File: src/arsc_defines.svh
/*
 Constants for the read-sector command block: task-file addresses,
 command codes, status and error bit positions, geometry and counts.
 Assumes inclusion by bare name from the design file.
*/
`ifndef ARSC_DEFINES_SVH
`define ARSC_DEFINES_SVH
// Task-file register addresses
`define ARSC_A_DATA 3'h0
`define ARSC_A_ERR 3'h1
`define ARSC_A_CNT 3'h2
`define ARSC_A_NUM 3'h3
`define ARSC_A_CYLLO 3'h4
`define ARSC_A_CYLHI 3'h5
`define ARSC_A_DH 3'h6
`define ARSC_A_CMD 3'h7
// Command codes
`define ARSC_CMD_NATMAX 8'h27
`define ARSC_CMD_READ 8'h20
`define ARSC_CMD_READ_NR 8'h21
// Error register bits
`define ARSC_ERR_UNC 6
`define ARSC_ERR_ABT 2
// Device/head bits
`define ARSC_DH_LBA 6
`define ARSC_DH_RESET 8'hA0
// Sector geometry and counts
`define ARSC_WORD_LAST 8'hFF
`define ARSC_CNT_FULL 9'h100
`define ARSC_CNT_ONE 9'h001
`define ARSC_SPT 8'h3F
`define ARSC_SEC_FIRST 8'h01
`define ARSC_HEAD_LAST 4'hF
// Status register bits
`define ARSC_ST_BSY 7
`define ARSC_ST_RDY 6
`define ARSC_ST_DSC 4
`define ARSC_ST_DRQ 3
`define ARSC_ST_ERR 0
`endif

File: src/arsc_pkg.sv
/*
 Types for the read-sector command block: task-file byte group and
 command state encoding. Assumes the defines header is available.
*/
package arsc_pkg;
   typedef struct packed {
      logic [7:0] cnt;
      logic [7:0] num;
      logic [7:0] cyl_lo;
      logic [7:0] cyl_hi;
   } arsc_tf_t;

   typedef enum logic [1:0] {
      ARSC_IDLE = 2'b00,
      ARSC_REQ = 2'b01,
      ARSC_XFER = 2'b10
   } arsc_state_t;
endpackage

File: src/arsc_read_cmd.sv
/*
 Command execution for the native-max query and the 28-bit read-sectors
 command behind an ATA task file. Host strobes arrive from the pins and
 are synchronised here; address and write data must stay stable while a
 strobe is asserted. The media side runs on this clock and streams one
 sector of 16-bit words per request.
*/
// Contract
// - Code 27h returns native max, ignores limits
// - Native max split over current and HOB bytes
// - Codes 20h/21h read sectors to host
// - Data passes as 16-bit words per access
// - Uncorrectable error stops at failing sector
// - Sector count zero means 256 sectors
// - CHS start from sector, cylinder, head
// - LBA start is 28 bits across registers
// - Retry bit ignored, both codes identical
// - Remaining count left in sector count
// - Last transferred address left in registers
// - LBA bits 8-15 low, 16-23 high cylinder
`timescale 1ns/1ps
`include "arsc_defines.svh"
`default_nettype none
module arsc_read_cmd
   import arsc_pkg::*;
#(
   parameter logic [47:0] NATIVE_MAX = 48'h0000_0FFF_FFFF
) (
   input wire logic CLK_I,
   input wire logic RST_I,
   input wire logic CE_I,
   input wire logic [2:0] TF_ADDR_I,
   input wire logic TF_WR_I,
   input wire logic TF_RD_I,
   input wire logic HOB_I,
   input wire logic [15:0] TF_WDATA_I,
   output logic [15:0] TF_RDATA_O,
   output logic MED_REQ_O,
   output logic [27:0] MED_ADDR_O,
   output logic MED_LBA_O,
   output logic MED_READY_O,
   input wire logic MED_VALID_I,
   input wire logic [15:0] MED_DATA_I,
   input wire logic MED_UNC_I
);
   ////////////////////////////////////////////////////////////////////////
   // Address stepping
   function automatic logic [27:0] next_addr(input logic lba, input logic [27:0] a);
      logic [27:0] r;
      r = a;
      if (lba) begin
         r = a + 28'h0000001;
      end else if (a[7:0] >= `ARSC_SPT) begin
         r[7:0] = `ARSC_SEC_FIRST;
         if (a[27:24] == `ARSC_HEAD_LAST) begin
            r[27:24] = 4'h0;
            r[23:8] = a[23:8] + 16'h0001;
         end else begin
            r[27:24] = a[27:24] + 4'h1;
         end
      end else begin
         r[7:0] = a[7:0] + 8'h01;
      end
      return r;
   endfunction
   ////////////////////////////////////////////////////////////////////////
   // Strobe synchronisers
   logic [2:0] wr_s_r, wr_s_nxt, rd_s_r, rd_s_nxt;
   logic wr_lv_r, wr_lv_nxt, rd_lv_r, rd_lv_nxt;
   logic wr_pulse, rd_pulse;

   // Stage one feeds stage two only; a level counts once two and three agree
   always_comb begin
      wr_s_nxt = {wr_s_r[1:0], TF_WR_I};
      rd_s_nxt = {rd_s_r[1:0], TF_RD_I};
      wr_lv_nxt = wr_lv_r;
      rd_lv_nxt = rd_lv_r;
      if (wr_s_r[1] == wr_s_r[2]) begin
         wr_lv_nxt = wr_s_r[2];
      end
      if (rd_s_r[1] == rd_s_r[2]) begin
         rd_lv_nxt = rd_s_r[2];
      end
      wr_pulse = CE_I && wr_lv_nxt && !wr_lv_r;
      rd_pulse = CE_I && rd_lv_nxt && !rd_lv_r;
   end

   always_ff @(posedge CLK_I) begin
      if (RST_I) begin
         wr_s_r <= 3'h0;
         rd_s_r <= 3'h0;
         wr_lv_r <= 1'b0;
         rd_lv_r <= 1'b0;
      end else if (CE_I) begin
         wr_s_r <= wr_s_nxt;
         rd_s_r <= rd_s_nxt;
         wr_lv_r <= wr_lv_nxt;
         rd_lv_r <= rd_lv_nxt;
      end
   end

   ////////////////////////////////////////////////////////////////////////
   // Task file and command engine
   arsc_state_t st_r, st_nxt;
   arsc_tf_t tf_r, tf_nxt, hob_r, hob_nxt;
   logic [7:0] dh_r, dh_nxt, err_r, err_nxt;
   logic errf_r, errf_nxt, full_r, full_nxt, req_r, req_nxt;
   logic [27:0] addr_r, addr_nxt;
   logic [8:0] rem_r, rem_nxt;
   logic [7:0] wcnt_r, wcnt_nxt;
   logic [15:0] word_r, word_nxt, rdata_r, rdata_nxt;
   logic [7:0] status;
   logic [8:0] rem_dec;
   logic accept, bsy;

   assign bsy = (st_r != ARSC_IDLE) && !full_r;
   assign accept = (st_r == ARSC_XFER) && !full_r && MED_VALID_I;
   assign rem_dec = rem_r - `ARSC_CNT_ONE;

   always_comb begin
      status = 8'h00;
      status[`ARSC_ST_BSY] = bsy;
      status[`ARSC_ST_RDY] = 1'b1;
      status[`ARSC_ST_DSC] = 1'b1;
      status[`ARSC_ST_DRQ] = full_r;
      status[`ARSC_ST_ERR] = errf_r;
   end

   always_comb begin
      st_nxt = st_r;
      tf_nxt = tf_r;
      hob_nxt = hob_r;
      dh_nxt = dh_r;
      err_nxt = err_r;
      errf_nxt = errf_r;
      full_nxt = full_r;
      req_nxt = 1'b0;
      addr_nxt = addr_r;
      rem_nxt = rem_r;
      wcnt_nxt = wcnt_r;
      word_nxt = word_r;
      rdata_nxt = rdata_r;
      // Task file is frozen while a command runs so results are not torn
      if (wr_pulse && st_r == ARSC_IDLE && !full_r) begin
         unique case (TF_ADDR_I)
            `ARSC_A_CNT: begin
               hob_nxt.cnt = tf_r.cnt;
               tf_nxt.cnt = TF_WDATA_I[7:0];
            end
            `ARSC_A_NUM: begin
               hob_nxt.num = tf_r.num;
               tf_nxt.num = TF_WDATA_I[7:0];
            end
            `ARSC_A_CYLLO: begin
               hob_nxt.cyl_lo = tf_r.cyl_lo;
               tf_nxt.cyl_lo = TF_WDATA_I[7:0];
            end
            `ARSC_A_CYLHI: begin
               hob_nxt.cyl_hi = tf_r.cyl_hi;
               tf_nxt.cyl_hi = TF_WDATA_I[7:0];
            end
            `ARSC_A_DH: dh_nxt = TF_WDATA_I[7:0];
            `ARSC_A_CMD: begin
               err_nxt = 8'h00;
               errf_nxt = 1'b0;
               unique case (TF_WDATA_I[7:0])
                  `ARSC_CMD_NATMAX: begin
                     tf_nxt.num = NATIVE_MAX[7:0];
                     tf_nxt.cyl_lo = NATIVE_MAX[15:8];
                     tf_nxt.cyl_hi = NATIVE_MAX[23:16];
                     hob_nxt.num = NATIVE_MAX[31:24];
                     hob_nxt.cyl_lo = NATIVE_MAX[39:32];
                     hob_nxt.cyl_hi = NATIVE_MAX[47:40];
                  end
                  `ARSC_CMD_READ, `ARSC_CMD_READ_NR: begin
                     rem_nxt = (tf_r.cnt == 8'h00) ? `ARSC_CNT_FULL : {1'b0, tf_r.cnt};
                     addr_nxt = {dh_r[3:0], tf_r.cyl_hi, tf_r.cyl_lo, tf_r.num};
                     st_nxt = ARSC_REQ;
                  end
                  default: begin
                     err_nxt[`ARSC_ERR_ABT] = 1'b1;
                     errf_nxt = 1'b1;
                  end
               endcase
            end
            default: ;
         endcase
      end
      if (rd_pulse) begin
         unique case (TF_ADDR_I)
            `ARSC_A_DATA: begin
               rdata_nxt = word_r;
               full_nxt = 1'b0;
            end
            `ARSC_A_ERR: rdata_nxt = {8'h00, err_r};
            `ARSC_A_CNT: rdata_nxt = {8'h00, HOB_I ? hob_r.cnt : tf_r.cnt};
            `ARSC_A_NUM: rdata_nxt = {8'h00, HOB_I ? hob_r.num : tf_r.num};
            `ARSC_A_CYLLO: rdata_nxt = {8'h00, HOB_I ? hob_r.cyl_lo : tf_r.cyl_lo};
            `ARSC_A_CYLHI: rdata_nxt = {8'h00, HOB_I ? hob_r.cyl_hi : tf_r.cyl_hi};
            `ARSC_A_DH: rdata_nxt = {8'h00, dh_r};
            `ARSC_A_CMD: rdata_nxt = {8'h00, status};
            default: ;
         endcase
      end
      unique case (st_r)
         ARSC_IDLE: ;
         ARSC_REQ: begin
            req_nxt = 1'b1;
            wcnt_nxt = 8'h00;
            st_nxt = ARSC_XFER;
         end
         ARSC_XFER: begin
            if (MED_UNC_I) begin
               st_nxt = ARSC_IDLE;
               tf_nxt.cnt = rem_r[7:0];
               err_nxt[`ARSC_ERR_UNC] = 1'b1;
               errf_nxt = 1'b1;
            end else if (accept) begin
               word_nxt = MED_DATA_I;
               full_nxt = 1'b1;
               wcnt_nxt = wcnt_r + 8'h01;
               if (wcnt_r == `ARSC_WORD_LAST) begin
                  rem_nxt = rem_dec;
                  tf_nxt.cnt = rem_dec[7:0];
                  tf_nxt.num = addr_r[7:0];
                  tf_nxt.cyl_lo = addr_r[15:8];
                  tf_nxt.cyl_hi = addr_r[23:16];
                  dh_nxt[3:0] = addr_r[27:24];
                  if (rem_r == `ARSC_CNT_ONE) begin
                     st_nxt = ARSC_IDLE;
                  end else begin
                     addr_nxt = next_addr(dh_r[`ARSC_DH_LBA], addr_r);
                     st_nxt = ARSC_REQ;
                  end
               end
            end
         end
         default: st_nxt = ARSC_IDLE;
      endcase
   end
   always_ff @(posedge CLK_I) begin
      if (RST_I) begin
         st_r <= ARSC_IDLE;
         tf_r <= '0;
         hob_r <= '0;
         dh_r <= `ARSC_DH_RESET;
         err_r <= 8'h00;
         errf_r <= 1'b0;
         full_r <= 1'b0;
         req_r <= 1'b0;
         addr_r <= 28'h0000000;
         rem_r <= 9'h000;
         wcnt_r <= 8'h00;
         word_r <= 16'h0000;
         rdata_r <= 16'h0000;
      end else if (CE_I) begin
         st_r <= st_nxt;
         tf_r <= tf_nxt;
         hob_r <= hob_nxt;
         dh_r <= dh_nxt;
         err_r <= err_nxt;
         errf_r <= errf_nxt;
         full_r <= full_nxt;
         req_r <= req_nxt;
         addr_r <= addr_nxt;
         rem_r <= rem_nxt;
         wcnt_r <= wcnt_nxt;
         word_r <= word_nxt;
         rdata_r <= rdata_nxt;
      end
   end

   ////////////////////////////////////////////////////////////////////////
   // Outputs
   assign TF_RDATA_O = rdata_r;
   assign MED_REQ_O = req_r;
   assign MED_ADDR_O = addr_r;
   assign MED_LBA_O = dh_r[`ARSC_DH_LBA];
   // Single word stage: media stalls until the host drains the data register
   assign MED_READY_O = (st_r == ARSC_XFER) && !full_r && CE_I;
endmodule
`default_nettype wire

File: config.mk
export PLATFORM = sky130hd
export DESIGN_NAME = arsc_read_cmd
export DESIGN_NICKNAME = d
export VERILOG_FILES = /design/src/arsc_pkg.sv /design/src/arsc_read_cmd.sv
export VERILOG_INCLUDE_DIRS = /design/src
export SDC_FILE = /design/constraint.sdc
export NUM_CORES = 1
export LEC_CHECK = 0
export BUFFER_PORTS_ARGS = -buffer_cell sky130_fd_sc_hd__buf_4
export CORE_UTILIZATION = 54
export CTS_BUF_LIST = sky130_fd_sc_hd__clkbuf_4 sky130_fd_sc_hd__clkbuf_8 sky130_fd_sc_hd__clkbuf_16
export DETAILED_ROUTE_END_ITERATION = 7
export PLACE_DENSITY = 0.77
export SYNTH_ARGS = -nofsm -noshare
export SYNTH_HDL_FRONTEND = slang
export SYNTH_SLANG_ARGS = --single-unit
export TNS_END_PERCENT = 10
File: constraint.sdc
create_clock -name CLK_I -period 2.15 [get_ports CLK_I]
set_input_delay 0.3225 -clock CLK_I [delete_from_list [all_inputs] [get_ports CLK_I]]
set_output_delay 0.3225 -clock CLK_I [all_outputs]
set_load 0.005 [all_outputs]
==> flow_metrics.py, run 1 <==
metrics = {
    "floorplan": {
        "dieHeight_um": 129,
        "io_pins": 90,
        "fp-row-count": 46,
        "fp.dieW_um": 129,
        "dieArea_um2": 16700,
        "start_util": 0.552,
        "core-area_um2": 15900,
    },
    "timing": {
        "fmax_mhz": 426,
        "slew_viol_final": 0,
        "min_period_over_period": 1.09,
        "layout_setup_ws_ns": -0.198,
        "layout_min_cycle_time_ns": 2.35,
        "skew_ns": 0.0120,
        "tightest_slew_ns": 0.705,
        "final-setup-viol-count": 51,
        "hold_viol_final": 0,
        "slew_headroom": 0.530,
        "grt_setup_unrepaired": "true",
    },
    "worst_setup_path": {
        "worst_ep_arrival_time_ns": 2.70,
        "timing_worst_setup_path_type": "reg -> reg",
        "reg2reg_from": "st_r[1]",
        "crit_required_ns": 2.51,
        "rrSetupSlack_ns": -0.20,
        "reg2reg_to": "MED_ADDR_O[24]",
        "ff2ff_path_depth": 7,
        "cp-start-kind": "flop",
        "crit_fanout": 7,
        "cp-end-kind": "flop",
    },
    "detailed_routing": {
        "vias_per_cell": 6.59,
        "remaining_drc_errors": 0,
        "wl_per_cell_um": 20.3,
        "drtIter0Drc": 1351,
        "postRouteAntennaNets": 0,
        "wl_um": 30600,
        "first_pass_iters": 6,
        "vias": 9898,
    },
    "clocking": {
        "hold_buffers": 0,
        "cts-root-buf": "clkbuf_16",
        "cts_buffer_depth": 2,
        "clkTransAtPathRegs_ns": 0.07,
        "cts.sinks": 164,
        "clk_latency_ns": 0.44,
        "numCtsBuffers": 17,
        "cts_max_level": 4,
        "cts_tree": "built",
    },
    "yosys": {
        "ys_seq_area_frac": 0.375,
        "netlist.area_leader.share": 0.375,
        "netlist_area_um2": 8760,
        "synth_top_area_cell": "dfxtp_1",
        "syn_area_per_cell_um2": 8.14,
        "synth_seq_cells": 164,
        "synth_cells": 1077,
        "ys_warn_count": 0,
        "synth_flop_cell": "dfxtp_1",
        "synth_nets": 1126,
        "synth_edf_count": 0,
        "synthArstFlopShare": 0,
        "ys_types": 78,
        "synthTopCellsByArea": "dfxtp_1, mux2i_1, a21oi_1",
    },
    "final_layout": {
        "nFillCells": 1177,
        "final_util": 0.736,
        "layout-drive-gt1-share": 0.288,
        "antenna_cells": 0,
        "syn2layout_area_growth_pct": 33.4,
        "fin_nets": 1323,
        "regArea_um2": 3300,
        "fin_cells": 1503,
        "fin_area_um2": 11700,
        "multi_input_area_um2": 5360,
    },
    "global_route": {
        "grt_use_total": 0.362,
        "grt_pass1_vias": 8906,
        "grt_max_degree": 123,
        "antenna_found_initial": 0,
        "grt_pass1_wl_um": 46800,
        "gr-total-overflow": 0,
    },
    "status": {
        "violations": "negative setup slack",
        "status": "finished, violations left",
    },
    "place": {
        "dp_hpwl_um": 20800,
        "place_congestion": 0.963,
        "place.port_buffers": 81,
        "dpl_cell_area_um2": 10600,
        "placed_cells": 1454,
    },
    "min_path": {
        "worstHoldPathCells": 3,
        "hold_start": "TF_WR_I",
        "hold_class": "in -> reg",
        "hold_end": "wr_s_r[0]",
    },
    "job": {
        "drv_cap": 0,
    },
    "power_and_ir_drop": {
        "p_leak_nw": 4.51,
        "p_per_area_nw_per_um2": 597,
        "peakVddDrop_v": 0.000611,
    },
}
## routing by layer
| layer | vias up | track usage | share of wire |
|---|---|---|---|
| met1 | 4701 | 0.472 | 0.40 |
| li1 | 4433 | - | - |
| met2 | 633 | 0.562 | 0.45 |
| met5 | - | 0 | 0 |
| met3 | 131 | 0.0871 | 0.099 |
| met4 | 0 | 0.176 | 0.048 |
## state kept, by name, indices dropped and copies added (netlist names)
name / cells
rem_r: 9
MED_ADDR_O: 28
MED_REQ_O: 1
dh_r: 8
errf_r: 1
rd_s_r: 3
wr_s_r: 3
wcnt_r: 8
wr_lv_r: 1
rd_lv_r: 1
st_r: 2
word_r: 16
TF_RDATA_O: 16
full_r: 1
hob_r: 32
err_r: 2
tf_r: 32
## worst max-delay path, cell delays in order (launching register included)
cell      delay, ns
dfxtp_2        0.35
or4b_4         0.56
or3_4          0.39
nor2_4         0.25
buf_4          0.18
o21ai_2        0.06
a21o_1         0.21
a221oi_2       0.26
## where the power goes
group / internal (W) / switching (W) / leakage (nW)
sequential: 0.00307 / 0.0000614 / 1.33
combinational: 0.000197 / 0.000309 / 2.88
clock: 0.00199 / 0.00136 / 0.300
total: 0.00525 / 0.00173 / 4.51
## cell usage in the layout, fill, tap and decap left out, drive strengths merged, types with 17 or more instances in the layout
master / n
buf: 259
dfxtp: 164
nor2: 114
a21oi: 108
nand2: 99
o21ai: 74
mux2i: 64
a22oi: 40
a211oi: 37
nand3: 31
or3: 21
nor3: 21
o22ai: 19
clkbuf: 19
inv: 17
## Yosys cell counts (all sizes together) (6+ instances only)
master / n
o22ai: 19
clkbuf: 61
a221oi: 9
inv: 14
dfxtp: 164
or3: 21
a31oi: 13
xor2: 6
nand2: 99
or4: 7
and2: 7
a22oi: 40
nand3: 31
a21oi: 108
o221a: 6
a211oi: 37
and4: 6
buf: 21
nand4: 13
mux2i: 64
o21ai: 74
ha: 6
nor4: 15
nor3: 21
nor2: 114
## through the flow
stage	TNS (ns)	hold WS, ns	setup slack (ns)	power [W]
after global routing	-9.07	0.115	-0.245	0.00713
after floorplan	-3.13	0.432	-0.132	0.00344
after global placement	-12.11	0.443	-0.299	0.00365
final	-4.16	0.118	-0.198	0.00698
after CTS	-2.60	0.118	-0.145	0.00693
after detailed placement	-14.78	0.447	-0.316	0.00366
## cell families after synthesis
| group | count (synthesis) | share of synthesized area |
|---|---|---|
| buf+inv | 98 | 0.0444 |
| flops | 164 | 0.375 |
| simple gates | 366 | 0.209 |
| mux | 73 | 0.0898 |
| xor+xnor | 11 | 0.0110 |
| compound gates | 359 | 0.263 |
| fa+ha+maj | 6 | 0.00857 |
## area by class of cell
cell class              count  share of cell area
clock buffers              18              0.0376
clock inverters            14              0.0170
inverters                  16             0.00514
multi-input cells         815               0.458
flip-flops and latches    164               0.282
well taps                 216              0.0231
repair buffers            260               0.177
## worst max-delay path by stage
stage                        startpoint             end  slack (ns)  cells past startpoint
after floorplan           MED_ADDR_O[0]  MED_ADDR_O[14]       -0.13                      8
after global placement    TF_WDATA_I[4]        rem_r[5]       -0.30                      9
after detailed placement  TF_WDATA_I[4]  MED_ADDR_O[20]       -0.32                      7
after CTS                      rem_r[7]  MED_ADDR_O[23]       -0.14                      9
after global routing            st_r[1]  MED_ADDR_O[24]       -0.24                      7
final                           st_r[1]  MED_ADDR_O[24]       -0.20                      7
## what timing repair did
| action | in CTS | in global routing |
|---|---|---|
| setup buffers | 8 | 6 |
| endpoints found under the setup margin | 78 | 90 |
| gates resized for setup | 48 | 39 |
| pin swaps | 11 | 12 |
| cloned | 1 | 2 |
(Power assumes the default switching activity.)
==> run 2, diff against run 1 <==
--- a/config.mk
+++ b/config.mk
@@ -7,11 +7,11 @@
 export NUM_CORES = 1
 export LEC_CHECK = 0
 export BUFFER_PORTS_ARGS = -buffer_cell sky130_fd_sc_hd__buf_4
-export CORE_UTILIZATION = 54
+export CORE_UTILIZATION = 38
 export CTS_BUF_LIST = sky130_fd_sc_hd__clkbuf_4 sky130_fd_sc_hd__clkbuf_8 sky130_fd_sc_hd__clkbuf_16
 export DETAILED_ROUTE_END_ITERATION = 7
-export PLACE_DENSITY = 0.77
+export SKIP_LAST_GASP = 1
 export SYNTH_ARGS = -nofsm -noshare
 export SYNTH_HDL_FRONTEND = slang
 export SYNTH_SLANG_ARGS = --single-unit
-export TNS_END_PERCENT = 10
+export TNS_END_PERCENT = 20
==> run 2 against run 1 <==
Against the previous run: the run still ends with negative setup slack left; routed wire length is 1.9% higher; clock-buffer cell count unchanged; sequential cell count unchanged; global-route usage shrank 10 points; register-to-register slack better by 0.03 ns; final cell count up 5.6%; power shrank 4.1%; final area rose by 0.56%; worst hold slack better by 0.0015 ns; largest cell class unchanged; largest power group is now registers; highest routed layer unchanged.
==> flow_metrics.py, run 2 (same netlist as run 1, synthesis figures left out) <==
metrics = {
    "status": {
        "status": "finished, violations left",
        "violations": "negative setup slack",
    },
    "floorplan": {
        "dieArea_um2": 23700,
        "start_util": 0.387,
        "fp-row-count": 55,
        "dieHeight_um": 154,
        "fp.dieW_um": 154,
        "io_pins": 90,
        "core-area_um2": 22600,
    },
    "worst_setup_path": {
        "timing_worst_setup_path_type": "reg -> reg",
        "cp-end-kind": "flop",
        "crit_family": "simple AND/OR/NAND/NOR gates",
        "crit_fanout": 6,
        "cp-start-kind": "flop",
        "critPathBufInv": 4,
        "cpPeakStageDelay_ns": 0.57,
        "path_cells": "buf_6, nor3b_4, or4b_4, buf_6, buf_4, buf_4, or3_1, o21ai_0, a211oi_1",
        "crit_required_ns": 2.45,
        "worst_ep_arrival_time_ns": 2.62,
        "slowest_stage": "or4b_4",
    },
    "detailed_routing": {
        "remaining_drc_errors": 0,
        "first_pass_iters": 5,
        "vias": 9362,
        "wl_um": 31100,
        "wl_per_cell_um": 19.6,
        "vias_per_cell": 5.90,
        "postRouteAntennaNets": 0,
        "drtIter0Drc": 895,
    },
    "power_and_ir_drop": {
        "clkPwrFrac": 0.456,
        "power.internal_w": 0.00484,
        "p_per_area_nw_per_um2": 569,
        "combPwrFrac": 0.076,
        "switching_power_w": 0.00185,
        "seqPwrFrac": 0.467,
        "p_total_w": 0.00669,
        "peakVddDrop_v": 0.000357,
        "p_leak_nw": 4.55,
        "swShare": 0.276,
    },
    "global_route": {
        "antenna_found_initial": 0,
        "grt_pass1_wl_um": 48100,
        "grt_pass1_vias": 8768,
        "grt_use_total": 0.261,
        "gr-total-overflow": 0,
        "grt_max_degree": 98,
    },
    "final_layout": {
        "syn2layout_area_growth_pct": 34.2,
        "final_util": 0.519,
        "fin_cells": 1587,
        "fin_nets": 1338,
        "final_cell_mix": "buf_4, dfxtp_1, nor2_1",
        "fin_area_um2": 11800,
        "layout_commonest_cell": "buf_4",
        "layout-drive-gt1-share": 0.282,
        "antenna_cells": 0,
    },
    "place": {
        "place_congestion": 0.902,
        "dp_hpwl_um": 22200,
        "placed_cells": 1540,
        "dpl_cell_area_um2": 10800,
        "place.port_buffers": 81,
    },
    "timing": {
        "slew_viol_final": 0,
        "final-setup-viol-count": 80,
        "tightest_slew_ns": 0.729,
        "min_period_over_period": 1.08,
        "grt_setup_unrepaired": "true",
        "whs_ns": 0.119,
        "fmax_mhz": 431,
        "layout_min_cycle_time_ns": 2.32,
        "hold_viol_final": 0,
        "layout_setup_ws_ns": -0.168,
        "slew_headroom": 0.514,
        "skew_ns": 0.0104,
    },
    "clocking": {
        "cts-root-buf": "clkbuf_16",
        "cts.sinks": 164,
        "numCtsBuffers": 17,
        "cts_max_level": 4,
        "cts_buffer_depth": 2,
        "cts_tree": "built",
        "clk_latency_ns": 0.44,
        "clkTransAtPathRegs_ns": 0.07,
    },
    "job": {
        "drv_cap": 0,
    },
    "min_path": {
        "hold_class": "in -> reg",
    },
}
-- run 2: changes by cell type in the layout (fill, tap and decap cells not counted), moves of 4 or more --
cell / change
inv_8: +5
a211oi_1: +4
o21ai_1: -9
bufinv_16: -4
a211oi_2: -4
a21oi_1: +5
o21ai_0: +10
buf_4: +14
-- run 2: final timing paths --
| check | end | cells after the start | startpoint | slack (ns) |
|---|---|---|---|---|
| worst min register to register | word_r[15] | 2 | word_r[15] | 0.46 |
| worst min-delay path | word_r[15] | 3 | MED_DATA_I[15] | 0.12 |
| worst max-delay path | tf_r[4] | 9 | st_r[1] | -0.17 |
| worst max register to register | tf_r[4] | 9 | st_r[1] | -0.17 |
-- run 2: layout make-up --
class	count	area, µm²
Tap cell	285	357
Fill cell	2191	10900
Inverter	16	60.1
Sequential cell	164	3290
Clock buffer	18	439
Clock inverter	14	130
Timing Repair Buffer	275	2220
Multi-Input combinational cell	815	5260
-- run 2: power by group through the flow --
| stage | sequential (W) | clock [W] | combinational (W) |
|---|---|---|---|
| 2_1_floorplan | 0.00317 | 0 | 0.000270 |
| 3_3_place_gp | 0.00320 | 0 | 0.000487 |
| 4_1_cts | 0.00313 | 0.00308 | 0.000501 |
| 6_report | 0.00313 | 0.00305 | 0.000512 |
| 5_1_grt | 0.00313 | 0.00321 | 0.000552 |
| 3_5_place_dp | 0.00320 | 0 | 0.000488 |
-- run 2: worst reg2reg max path: cells and delay by family (launching register included) --
kind,cells,cell delay [ns]
AOI/OAI and AO/OA,2,0.20
buffers and inverters,4,0.54
DFF,1,0.34
and+or+nand+nor,3,1.10
-- run 2: metrics by stage --
step	setup slack (ns)	TNS [ns]
after floorplan	-0.107	-2.57
after global placement	-0.298	-12.37
after detailed placement	-0.359	-14.19
after CTS	-0.133	-4.58
after global routing	-0.272	-11.93
final	-0.168	-4.81
-- run 2: metal layers --
metal / vias to the layer above / GRT usage / part of all wire
met4: 0 / 0.116 / 0.036
met2: 313 / 0.439 / 0.48
li1: 4467 / - / -
met3: 70 / 0.0375 / 0.058
met5: - / 0 / 0
met1: 4512 / 0.332 / 0.43
-- run 2: timing repair --
| item | in CTS | in global routing |
|---|---|---|
| resized for setup | 32 | 17 |
| setup endpoints to repair | 88 | 96 |
| hold buffers | 0 | 0 |
| gates cloned | 0 | 1 |
| pin swaps | 10 | 8 |
| setup buffers | 8 | 6 |
